$ cat src/rtl/wdt_pkg.sv
// Package: constants, register layout and state types of the watchdog block
// How it works
// - The count drops by one each time the prescaler completes 16000 machine cycles, giving 64 timeout steps.
// - With the watchdog active, a step of the count from 40h to 3Fh starts a chip reset.
// - A watchdog reset drives the reset pin low for a short fixed interval of about thirty microseconds.
// - The count keeps stepping at the prescaled rate even while the watchdog is inactive.
// - The six low count bits written set how many steps remain before the top bit clears.
// - The activation bit is clear after reset, can be set by software and is cleared only by reset.
// - A write with the activation bit set and the top count bit clear causes an immediate reset.
// - While active, a halt or active-halt instruction causes a reset unless the suppress option is set.
// - With the hardware option selected the watchdog is always active and the activation bit is ignored.
// - A control write does not clear the prescaler, so the first step may come anywhere in one period.
// - The control register resets to 7Fh.
// - Activation bit sits at bit 7 and the count at bits 6:0; reads return the current count.
package wdt_pkg;

  localparam int          CLK_MHZ        = 100;
  localparam int          PRESCALE_CYC   = 16000;
  localparam logic [13:0] PRESCALE_LAST  = 14'(PRESCALE_CYC - 1);
  localparam int          RST_PULSE_NS   = 30000;
  localparam logic [11:0] RST_PULSE_CYC  = 12'(RST_PULSE_NS * CLK_MHZ / 1000);

  localparam logic [3:0]  CTRL_ADDR      = 4'h0;
  localparam int          ACT_BIT        = 7;
  localparam int          TOP_BIT        = 6;
  localparam logic [7:0]  CTRL_RESET     = 8'h7f;

  typedef enum logic [0:0] {
    WDT_RUN,
    WDT_PULSE
  } wdt_state_t;

  // Register bus request from the core
  typedef struct packed {
    logic [3:0] addr;
    logic [7:0] wdata;
    logic       wr;
    logic       rd;
  } wdt_bus_t;

  // Entire state of the watchdog
  typedef struct packed {
    wdt_state_t  state;
    logic        active;
    logic [6:0]  count;
    logic [13:0] prescale;
    logic [11:0] pulse;
    logic        resetPinLow;
    logic        chipReset;
    logic [7:0]  rdata;
  } wdt_regs_t;

endpackage

$ cat src/rtl/wdt_top.sv
// Watchdog downcounter with prescaler, control register and reset pulse
//
// Added by the designer: the address-and-strobe port and the placing of the registers.
`timescale 1ns/100ps
`default_nettype none

module wdt_top (
  input  wire logic             clk,
  input  wire logic             rst_n,
  input  wire wdt_pkg::wdt_bus_t bus,
  input  wire logic             haltExec,
  input  wire logic             hwWatchdogOption,
  input  wire logic             haltResetSuppressOption,
  output logic [7:0]            rdata,
  output logic                  chipReset,
  output logic                  resetPinLow_n
);

  ////////////////////////////////////////////////////////////////////////////
  wdt_pkg::wdt_regs_t sReg;
  wdt_pkg::wdt_regs_t sNext;
  logic               activeEff;
  logic               tick;
  logic [6:0]         countStep;
  logic               trip;
  logic               wrHit;
  logic               rdHit;

  // Control register decode, shared by the logic and the checks
  function automatic logic ctrlHit(input logic [3:0] addr);
    return addr == wdt_pkg::CTRL_ADDR;
  endfunction

  // Strobes aimed at the control register; other addresses do nothing
  assign wrHit = bus.wr && ctrlHit(bus.addr);
  assign rdHit = bus.rd && ctrlHit(bus.addr);

  // Forced-on option overrides the software bit
  assign activeEff = sReg.active | hwWatchdogOption;
  // Prescaler is never cleared by writes, so timeout jitters by one period
  assign tick = (sReg.prescale == wdt_pkg::PRESCALE_LAST);

  // Next state of the whole block
  always_comb begin
    sNext = sReg;
    trip  = 1'b0;
    countStep = sReg.count;
    sNext.prescale = tick ? 14'h0000 : sReg.prescale + 14'h0001;
    if (tick) begin
      countStep = sReg.count - 7'h01;
    end
    // A fall of the top bit on a step is the timeout
    if (tick && sReg.count == 7'h40 && activeEff) begin
      trip = 1'b1;
    end
    sNext.count = countStep;
    if (wrHit) begin
      // Write loads the count; activation can only be set
      sNext.count  = bus.wdata[6:0];
      sNext.active = sReg.active | bus.wdata[wdt_pkg::ACT_BIT];
      if ((bus.wdata[wdt_pkg::ACT_BIT] | activeEff) &&
          !bus.wdata[wdt_pkg::TOP_BIT]) begin
        trip = 1'b1;
      end
    end
    if (haltExec && activeEff && !haltResetSuppressOption) begin
      trip = 1'b1;
    end
    sNext.rdata = 8'h00;
    if (rdHit) begin
      sNext.rdata = {sReg.active, sReg.count};
    end
    sNext.chipReset = 1'b0;
    case (sReg.state)
      wdt_pkg::WDT_RUN: begin
        sNext.resetPinLow = 1'b0;
        if (trip) begin
          sNext.state       = wdt_pkg::WDT_PULSE;
          sNext.pulse       = 12'h000;
          sNext.resetPinLow = 1'b1;
          sNext.chipReset   = 1'b1;
        end
      end
      wdt_pkg::WDT_PULSE: begin
        // Pin held low for a fixed time, then the block restarts itself
        if (sReg.pulse == wdt_pkg::RST_PULSE_CYC - 12'h001) begin
          sNext.state       = wdt_pkg::WDT_RUN;
          sNext.resetPinLow = 1'b0;
          sNext.active      = 1'b0;
          sNext.count       = wdt_pkg::CTRL_RESET[6:0];
        end else begin
          sNext.pulse = sReg.pulse + 12'h001;
        end
      end
      default: sNext.state = wdt_pkg::WDT_RUN;
    endcase
  end

  // State register; synchronous reset brings the register to 7Fh
  always_ff @(posedge clk) begin
    if (!rst_n) begin
      sReg <= '{state: wdt_pkg::WDT_RUN, active: 1'b0,
                count: wdt_pkg::CTRL_RESET[6:0], prescale: 14'h0000,
                pulse: 12'h000, resetPinLow: 1'b0, chipReset: 1'b0,
                rdata: 8'h00};
    end else begin
      sReg <= sNext;
    end
  end

  assign rdata         = sReg.rdata;
  assign chipReset     = sReg.chipReset;
  assign resetPinLow_n = ~sReg.resetPinLow;

  ////////////////////////////////////////////////////////////////////////////
  // Checks
  timeout_trip_a: assert property (@(posedge clk) disable iff (!rst_n)
    (sReg.state == wdt_pkg::WDT_RUN && tick && sReg.count == 7'h40 &&
     activeEff) |=> chipReset)
    else $error("timeout did not reset");
  free_run_a: assert property (@(posedge clk) disable iff (!rst_n)
    (tick && !bus.wr && sReg.state == wdt_pkg::WDT_RUN &&
     !(sReg.count == 7'h40 && activeEff) && !haltExec) |=>
     sReg.count == $past(sReg.count) - 7'h01)
    else $error("count did not step");
  no_clear_a: assert property (@(posedge clk) disable iff (!rst_n)
    (sReg.active && sReg.state == wdt_pkg::WDT_RUN) |=> sReg.active)
    else $error("activation bit cleared");
  sw_reset_a: assert property (@(posedge clk) disable iff (!rst_n)
    (bus.wr && bus.addr == wdt_pkg::CTRL_ADDR && bus.wdata[7] &&
     !bus.wdata[6] && sReg.state == wdt_pkg::WDT_RUN) |=> chipReset)
    else $error("software reset missed");
  halt_reset_a: assert property (@(posedge clk) disable iff (!rst_n)
    (haltExec && activeEff && !haltResetSuppressOption &&
     sReg.state == wdt_pkg::WDT_RUN) |=> chipReset)
    else $error("halt reset missed");
  load_count_a: assert property (@(posedge clk) disable iff (!rst_n)
    (bus.wr && bus.addr == wdt_pkg::CTRL_ADDR && bus.wdata[6] &&
     sReg.state == wdt_pkg::WDT_RUN && !haltExec) |=>
     sReg.count == $past(bus.wdata[6:0]))
    else $error("count not loaded");
  read_back_a: assert property (@(posedge clk) disable iff (!rst_n)
    (bus.rd && bus.addr == wdt_pkg::CTRL_ADDR) |=>
     rdata == {$past(sReg.active), $past(sReg.count)})
    else $error("read data wrong");
  pulse_low_a: assert property (@(posedge clk) disable iff (!rst_n)
    $rose(sReg.resetPinLow) |=> !resetPinLow_n [*8])
    else $error("reset pulse too short");
  prescale_a: assert property (@(posedge clk) disable iff (!rst_n)
    sReg.prescale <= wdt_pkg::PRESCALE_LAST)
    else $error("prescaler out of range");
  hw_option_a: assert property (@(posedge clk) disable iff (!rst_n)
    (hwWatchdogOption && haltExec && !haltResetSuppressOption &&
     sReg.state == wdt_pkg::WDT_RUN) |=> chipReset)
    else $error("hardware option ignored");

  ////////////////////////////////////////////////////////////////////////////
  // Finer checks on the bus, the reset pulse and the prescaler.
  // Antecedents leave out the other trip sources on purpose, so that
  // each check pins one cause to one effect and cannot fail by accident.
  // Checks that look back across reset sample rst_n in their antecedent.

  // Read data are zero whenever no read of the register was taken
  rdata_idle_a: assert property (@(posedge clk) disable iff (!rst_n)
    !rdHit |=> rdata == 8'h00)
    else $error("idle read data not zero");

  // A read returns the stored bit, not the forced-on option
  act_read_a: assert property (@(posedge clk) disable iff (!rst_n)
    (rdHit && !sReg.active) |=> !rdata[7])
    else $error("read shows forced activation");

  // A read alone leaves the count where it was
  read_hold_a: assert property (@(posedge clk) disable iff (!rst_n)
    (rdHit && !bus.wr && !tick && sReg.state == wdt_pkg::WDT_RUN) |=>
     $stable(sReg.count))
    else $error("read changed count");

  // Writes to other addresses touch nothing
  bad_addr_a: assert property (@(posedge clk) disable iff (!rst_n)
    (bus.wr && !wrHit && !tick && sReg.state == wdt_pkg::WDT_RUN) |=>
     ($stable(sReg.count) && $stable(sReg.active)))
    else $error("unmapped write took effect");

  // Reset request goes high as the pin goes low
  trip_pin_a: assert property (@(posedge clk) disable iff (!rst_n)
    chipReset |-> !resetPinLow_n)
    else $error("pin not low with reset");

  // The reset request is a single-cycle pulse
  reset_once_a: assert property (@(posedge clk) disable iff (!rst_n)
    chipReset |=> !chipReset)
    else $error("reset request too long");

  // Every request opens a pulse
  trip_state_a: assert property (@(posedge clk) disable iff (!rst_n)
    chipReset |-> sReg.state == wdt_pkg::WDT_PULSE)
    else $error("reset without pulse");

  // No second request while the pin is already held
  no_retrip_a: assert property (@(posedge clk) disable iff (!rst_n)
    sReg.state == wdt_pkg::WDT_PULSE |=> !chipReset)
    else $error("reset retriggered in pulse");

  // Pin level follows the pulse state exactly
  pin_state_a: assert property (@(posedge clk) disable iff (!rst_n)
    !resetPinLow_n == (sReg.state == wdt_pkg::WDT_PULSE))
    else $error("pin and state disagree");

  // Pulse counter starts from zero
  pulse_zero_a: assert property (@(posedge clk) disable iff (!rst_n)
    $rose(sReg.resetPinLow) |-> sReg.pulse == 12'h000)
    else $error("pulse counter not cleared");

  // Pulse counter never passes its last value
  pulse_max_a: assert property (@(posedge clk) disable iff (!rst_n)
    sReg.state == wdt_pkg::WDT_PULSE |-> sReg.pulse < wdt_pkg::RST_PULSE_CYC)
    else $error("pulse counter overran");

  // Pin stays low until the last pulse cycle
  stay_low_a: assert property (@(posedge clk) disable iff (!rst_n)
    (sReg.state == wdt_pkg::WDT_PULSE &&
     sReg.pulse != wdt_pkg::RST_PULSE_CYC - 12'h001) |=> !resetPinLow_n)
    else $error("pin released early");

  // Pulse counter moves by one each cycle
  pulse_step_a: assert property (@(posedge clk) disable iff (!rst_n)
    (sReg.state == wdt_pkg::WDT_PULSE &&
     sReg.pulse != wdt_pkg::RST_PULSE_CYC - 12'h001) |=>
     sReg.pulse == $past(sReg.pulse) + 12'h001)
    else $error("pulse counter skipped");

  // Pin is released right after the last pulse cycle
  pulse_end_a: assert property (@(posedge clk) disable iff (!rst_n)
    (sReg.state == wdt_pkg::WDT_PULSE &&
     sReg.pulse == wdt_pkg::RST_PULSE_CYC - 12'h001) |=> resetPinLow_n)
    else $error("pin not released");

  // End of pulse leaves the register as after reset
  pulse_done_a: assert property (@(posedge clk) disable iff (!rst_n)
    (sReg.state == wdt_pkg::WDT_PULSE &&
     sReg.pulse == wdt_pkg::RST_PULSE_CYC - 12'h001) |=>
     (!sReg.active && sReg.count == wdt_pkg::CTRL_RESET[6:0]))
    else $error("register not restored");

  // Prescaler wraps to zero on its tick
  presc_wrap_a: assert property (@(posedge clk) disable iff (!rst_n)
    tick |=> sReg.prescale == 14'h0000)
    else $error("prescaler did not wrap");

  // Prescaler counts on through writes; never cleared by software
  presc_inc_a: assert property (@(posedge clk) disable iff (!rst_n)
    (rst_n && !tick) |=> sReg.prescale == $past(sReg.prescale) + 14'h0001)
    else $error("prescaler disturbed");

  // Between ticks in the run state the count only moves on a write
  hold_count_a: assert property (@(posedge clk) disable iff (!rst_n)
    (!tick && !wrHit && sReg.state == wdt_pkg::WDT_RUN) |=>
     $stable(sReg.count))
    else $error("count moved between ticks");

  // Writing the activation bit sets it
  act_set_a: assert property (@(posedge clk) disable iff (!rst_n)
    (wrHit && bus.wdata[wdt_pkg::ACT_BIT] &&
     sReg.state == wdt_pkg::WDT_RUN) |=> sReg.active)
    else $error("activation not set");

  // Nothing but a write of one sets the activation bit
  act_off_a: assert property (@(posedge clk) disable iff (!rst_n)
    (!sReg.active && !(wrHit && bus.wdata[wdt_pkg::ACT_BIT])) |=>
     !sReg.active)
    else $error("activation set by itself");

  // Suppress option stops the halt reset
  halt_suppr_a: assert property (@(posedge clk) disable iff (!rst_n)
    (haltExec && haltResetSuppressOption && !bus.wr && !tick &&
     sReg.state == wdt_pkg::WDT_RUN) |=> !chipReset)
    else $error("suppressed halt reset");

  // Halt while inactive does nothing
  halt_idle_a: assert property (@(posedge clk) disable iff (!rst_n)
    (haltExec && !activeEff && !bus.wr && !tick &&
     sReg.state == wdt_pkg::WDT_RUN) |=> !chipReset)
    else $error("halt reset while inactive");

  // Inactive expiry rolls on to 3Fh with no reset
  idle_wrap_a: assert property (@(posedge clk) disable iff (!rst_n)
    (tick && sReg.count == 7'h40 && !activeEff && !bus.wr &&
     sReg.state == wdt_pkg::WDT_RUN) |=>
     (!chipReset && sReg.count == 7'h3f))
    else $error("inactive expiry wrong");

  // Forced-on option resets on expiry with the bit clear
  hw_expire_a: assert property (@(posedge clk) disable iff (!rst_n)
    (hwWatchdogOption && tick && sReg.count == 7'h40 &&
     sReg.state == wdt_pkg::WDT_RUN) |=> chipReset)
    else $error("forced expiry missed");

  // Forced-on option also honours the software reset
  hw_swreset_a: assert property (@(posedge clk) disable iff (!rst_n)
    (hwWatchdogOption && wrHit && !bus.wdata[wdt_pkg::TOP_BIT] &&
     sReg.state == wdt_pkg::WDT_RUN) |=> chipReset)
    else $error("forced software reset missed");

  // A refresh with the top bit set resets only on a coinciding halt or expiry step
  refresh_ok_a: assert property (@(posedge clk) disable iff (!rst_n)
    (wrHit && bus.wdata[wdt_pkg::TOP_BIT] && !haltExec && !tick &&
     sReg.state == wdt_pkg::WDT_RUN) |=> !chipReset)
    else $error("refresh caused reset");

  // Top bit cleared while inactive is no software reset
  sw_idle_a: assert property (@(posedge clk) disable iff (!rst_n)
    (wrHit && bus.wdata[7:6] == 2'b00 && !activeEff && !haltExec &&
     !tick && sReg.state == wdt_pkg::WDT_RUN) |=> !chipReset)
    else $error("inactive write reset");

  tick_c:   cover property (@(posedge clk) disable iff (!rst_n) tick);
  trip_c:   cover property (@(posedge clk) disable iff (!rst_n) chipReset);
  write_c:  cover property (@(posedge clk) disable iff (!rst_n)
    bus.wr && bus.wdata[7:6] == 2'b11);
  halt_c:   cover property (@(posedge clk) disable iff (!rst_n)
    haltExec && haltResetSuppressOption);
  pulse_end_c: cover property (@(posedge clk) disable iff (!rst_n)
    $rose(resetPinLow_n));

endmodule

`default_nettype wire

$ cat config.mk
export PLATFORM = sky130hd
export DESIGN_NAME = wdt_top
export DESIGN_NICKNAME = d
export VERILOG_FILES = /design/src/rtl/wdt_pkg.sv /design/src/rtl/wdt_top.sv
export SDC_FILE = /design/constraint.sdc
export NUM_CORES = 1
export LEC_CHECK = 0
export BUFFER_PORTS_ARGS = -buffer_cell sky130_fd_sc_hd__buf_2
export CAP_MARGIN = 0
export CORE_AREA = 2 2 80 82
export DETAILED_ROUTE_END_ITERATION = 8
export DIE_AREA = 0 0 82 84
export GPL_ROUTABILITY_DRIVEN = 0
export SLEW_MARGIN = 20
export SYNTH_ARGS = -nofsm -noshare
export SYNTH_HDL_FRONTEND = slang
export SYNTH_SLANG_ARGS = --single-unit
$ cat constraint.sdc
create_clock -name clk -period 2.42 [get_ports clk]
set_clock_uncertainty 0.15 [all_clocks]
set_input_delay 0.121 -clock clk [delete_from_list [all_inputs] [get_ports clk]]
set_output_delay 0.121 -clock clk [all_outputs]
set_load 0.02 [all_outputs]
==> results.yml <==
cts:
  cts-htree-levels: 2
  clkTransAtPathRegs_ns: 0.09
  cts.path.max_buffers: 2
  cts_tree: "built"
  hold_buffers: 7
  cts.sinks: 45
  cts_buffers: 5
  insertion_delay_ns: 0.31
  root_buffer: "clkbuf_8"
  post_cts_buffers: 0
  cts_resized: 0
pwr:
  power.switching_uw: 309
  p_seq_frac: 0.542
  power.leakage_nw: 0.945
  clkPwrFrac: 0.405
  power_frac_comb: 0.054
  p_per_area_nw_per_um2: 590
  internal_power_mw: 1.10
  power_mw: 1.41
  ir_worst_vdd_v: 0.000281
  power.share.switching: 0.220
critical_path:
  arrival_ns: 2.04
  critical_path_buf_inv_count: 2
  critical_path_required_ns: 2.45
  end_kind: "register"
  cp_max_fo: 10
  critPathLaunchType: "register"
  max_stage_delay_ns: 0.55
  crit_family: "simple AND/OR/NAND/NOR gates"
  path_class: "reg -> reg"
  crit_chain: "inv_1 -> ha_1 -> inv_1 -> or4b_4 -> o311ai_4 -> nor3_1"
  path_common_cell: "inv_1"
  cpMaxStageDelayCell: "or4b_4"
timing:
  setup_viol: 0
  period_needed_ns: 2.01
  tightest_slew_ns: 0.582
  fmax_ghz: 0.498
  worst_slack_ns: 0.410
  tns_ns: 0
  relSlewSlack: 0.611
  grt_setup_unrepaired: "false"
  fin_crit_sh: 0.830
  slew_violations: 0
  finalHoldViolCount: 0
floorplan:
  fp.dieH_um: 84
  fp.dieW_um: 82
  rows: 29
  core_area_um2: 6100
  io_pins: 29
  start_util: 0.336
  fp.dieArea_um2: 6890
grt:
  antenna_found_initial: 0
  grt_use_total: 0.131
  grt_pass1_vias: 1597
  grt_pass1_wl_um: 7080
  grt-ovfl-total: 0
  grt_max_degree: 16
synth:
  yosysWarnings: 0
  syn_area_um2: 2050
  async_flop_share: 0
  ys_dominant_reg_cell: "dfxtp_1"
  synth_seq_cells: 45
  seq_area_frac_synth: 0.439
  synth_edf_count: 0
  ys_top_cells_by_count: "dfxtp_1, nor2_1, nand2_1, xnor2_1, and2_1"
  yosysTopAreaCellShare: 0.439
  yosysMostFrequentCell: "dfxtp_1"
  syn_area_per_cell_um2: 8.96
  synth_area_leaders: "dfxtp_1, nor2_1, xnor2_1, xor2_1, and2_1"
  yosys.area.top_type: "dfxtp_1"
  synth_cell_types: 41
  synth_cells: 229
  syn-num-nets: 251
routing:
  drt_first_pass_iters: 4
  totalWireLength_um: 4050
  vias_per_cell: 4.77
  postRouteAntennaNets: 0
  drc: 0
  drt_iter0_drc: 65
  vias: 1602
  wl_per_cell_um: 12.0
run:
  cap_violations: 0
layout:
  final_util: 0.391
  drive_above_1_share: 0.162
  fillers: 650
  layout.nets: 280
  insertedDiodeCount: 0
  syn_to_final_growth_pct: 16.3
hold_path:
  hold_class: "in -> reg"
place:
  pre_cts_ws_ns: 0.388
  dpl.hpwl_um: 2870
  io_buffers: 28
status:
  outcome: "complete, no violations"
==> logic make-up (layout without fill, tap and decap cells) <==
logic type | Yosys count | in the layout | share of synthesized area
simple gates | 116 | 116 | 0.314
xor+xnor | 21 | 21 | 0.0897
compound gates | 25 | 25 | 0.0854
flops | 45 | 45 | 0.439
fa+ha+maj | 3 | 3 | 0.0183
buf+inv | 19 | 49 | 0.0537
==> per-stage QoR <==
stage,std cells,hold slack (ns),cell area (um2)
floorplan,229,0.101,2050
global placement,321,0.206,2200
detailed placement,321,0.206,2200
CTS,336,0.0265,2380
global route,336,0.0608,2380
finish,336,0.0304,2380
==> metal layers <==
layer | vias to the layer above | track usage | wire length, um
met5 | - | 0 | 0
met4 | 0 | 0.0545 | 62
met3 | 7 | 0.0303 | 189
met2 | 27 | 0.200 | 1800
met1 | 724 | 0.174 | 2000
li1 | 844 | - | -
==> worst min-delay path, stage by stage <==
cell,delay [ns]
buf_2,0.08
nor2_1,0.04
a31oi_1,0.12
nand2b_1,0.10
==> placed cells by master, fill, tap and decap left out, drive strengths merged, types with 8 or more instances in the layout <==
cell and count:
xor2 8, a21oi 8, nand2 13, nand3 10, nor2 33, xnor2 13
buf 29, nand4 10, nor3 10, dfxtp 45, and2 11
==> cell type report <==
| class | instances | area, um2 | area share |
|---|---|---|---|
| well taps | 77 | 96.3 | 0.0404 |
| multi-input cells | 165 | 1040 | 0.436 |
| clock buffers | 6 | 72.6 | 0.0304 |
| repair buffers | 36 | 218 | 0.0913 |
| inverters | 5 | 18.8 | 0.00787 |
| flip-flops and latches | 45 | 901 | 0.378 |
| clock inverters | 2 | 38.8 | 0.0163 |
==> final timing paths <==
kind | from | cells after the start | slack, ns | endpoint
max | sReg[36] | 6 | 0.41 | sReg[12]
min | bus[4] | 4 | 0.03 | sReg[38]
max reg2reg | sReg[36] | 6 | 0.41 | sReg[12]
min reg2reg | sReg[22] | 1 | 0.36 | sReg[22]
==> flip-flops by register name, summed over array words and instances (netlist names) <==
register   flops
chipReset      1
rdata          8
sReg          36
==> power groups by stage <==
stage	Clock [mW]	Combinational [mW]	Sequential, mW
after floorplan	0	0.0433	0.776
after global placement	0	0.0674	0.779
after detailed placement	0	0.0676	0.779
after CTS	0.588	0.0768	0.762
after global routing	0.609	0.0859	0.764
final	0.569	0.0755	0.762
Power figures use the tool's default switching activity.
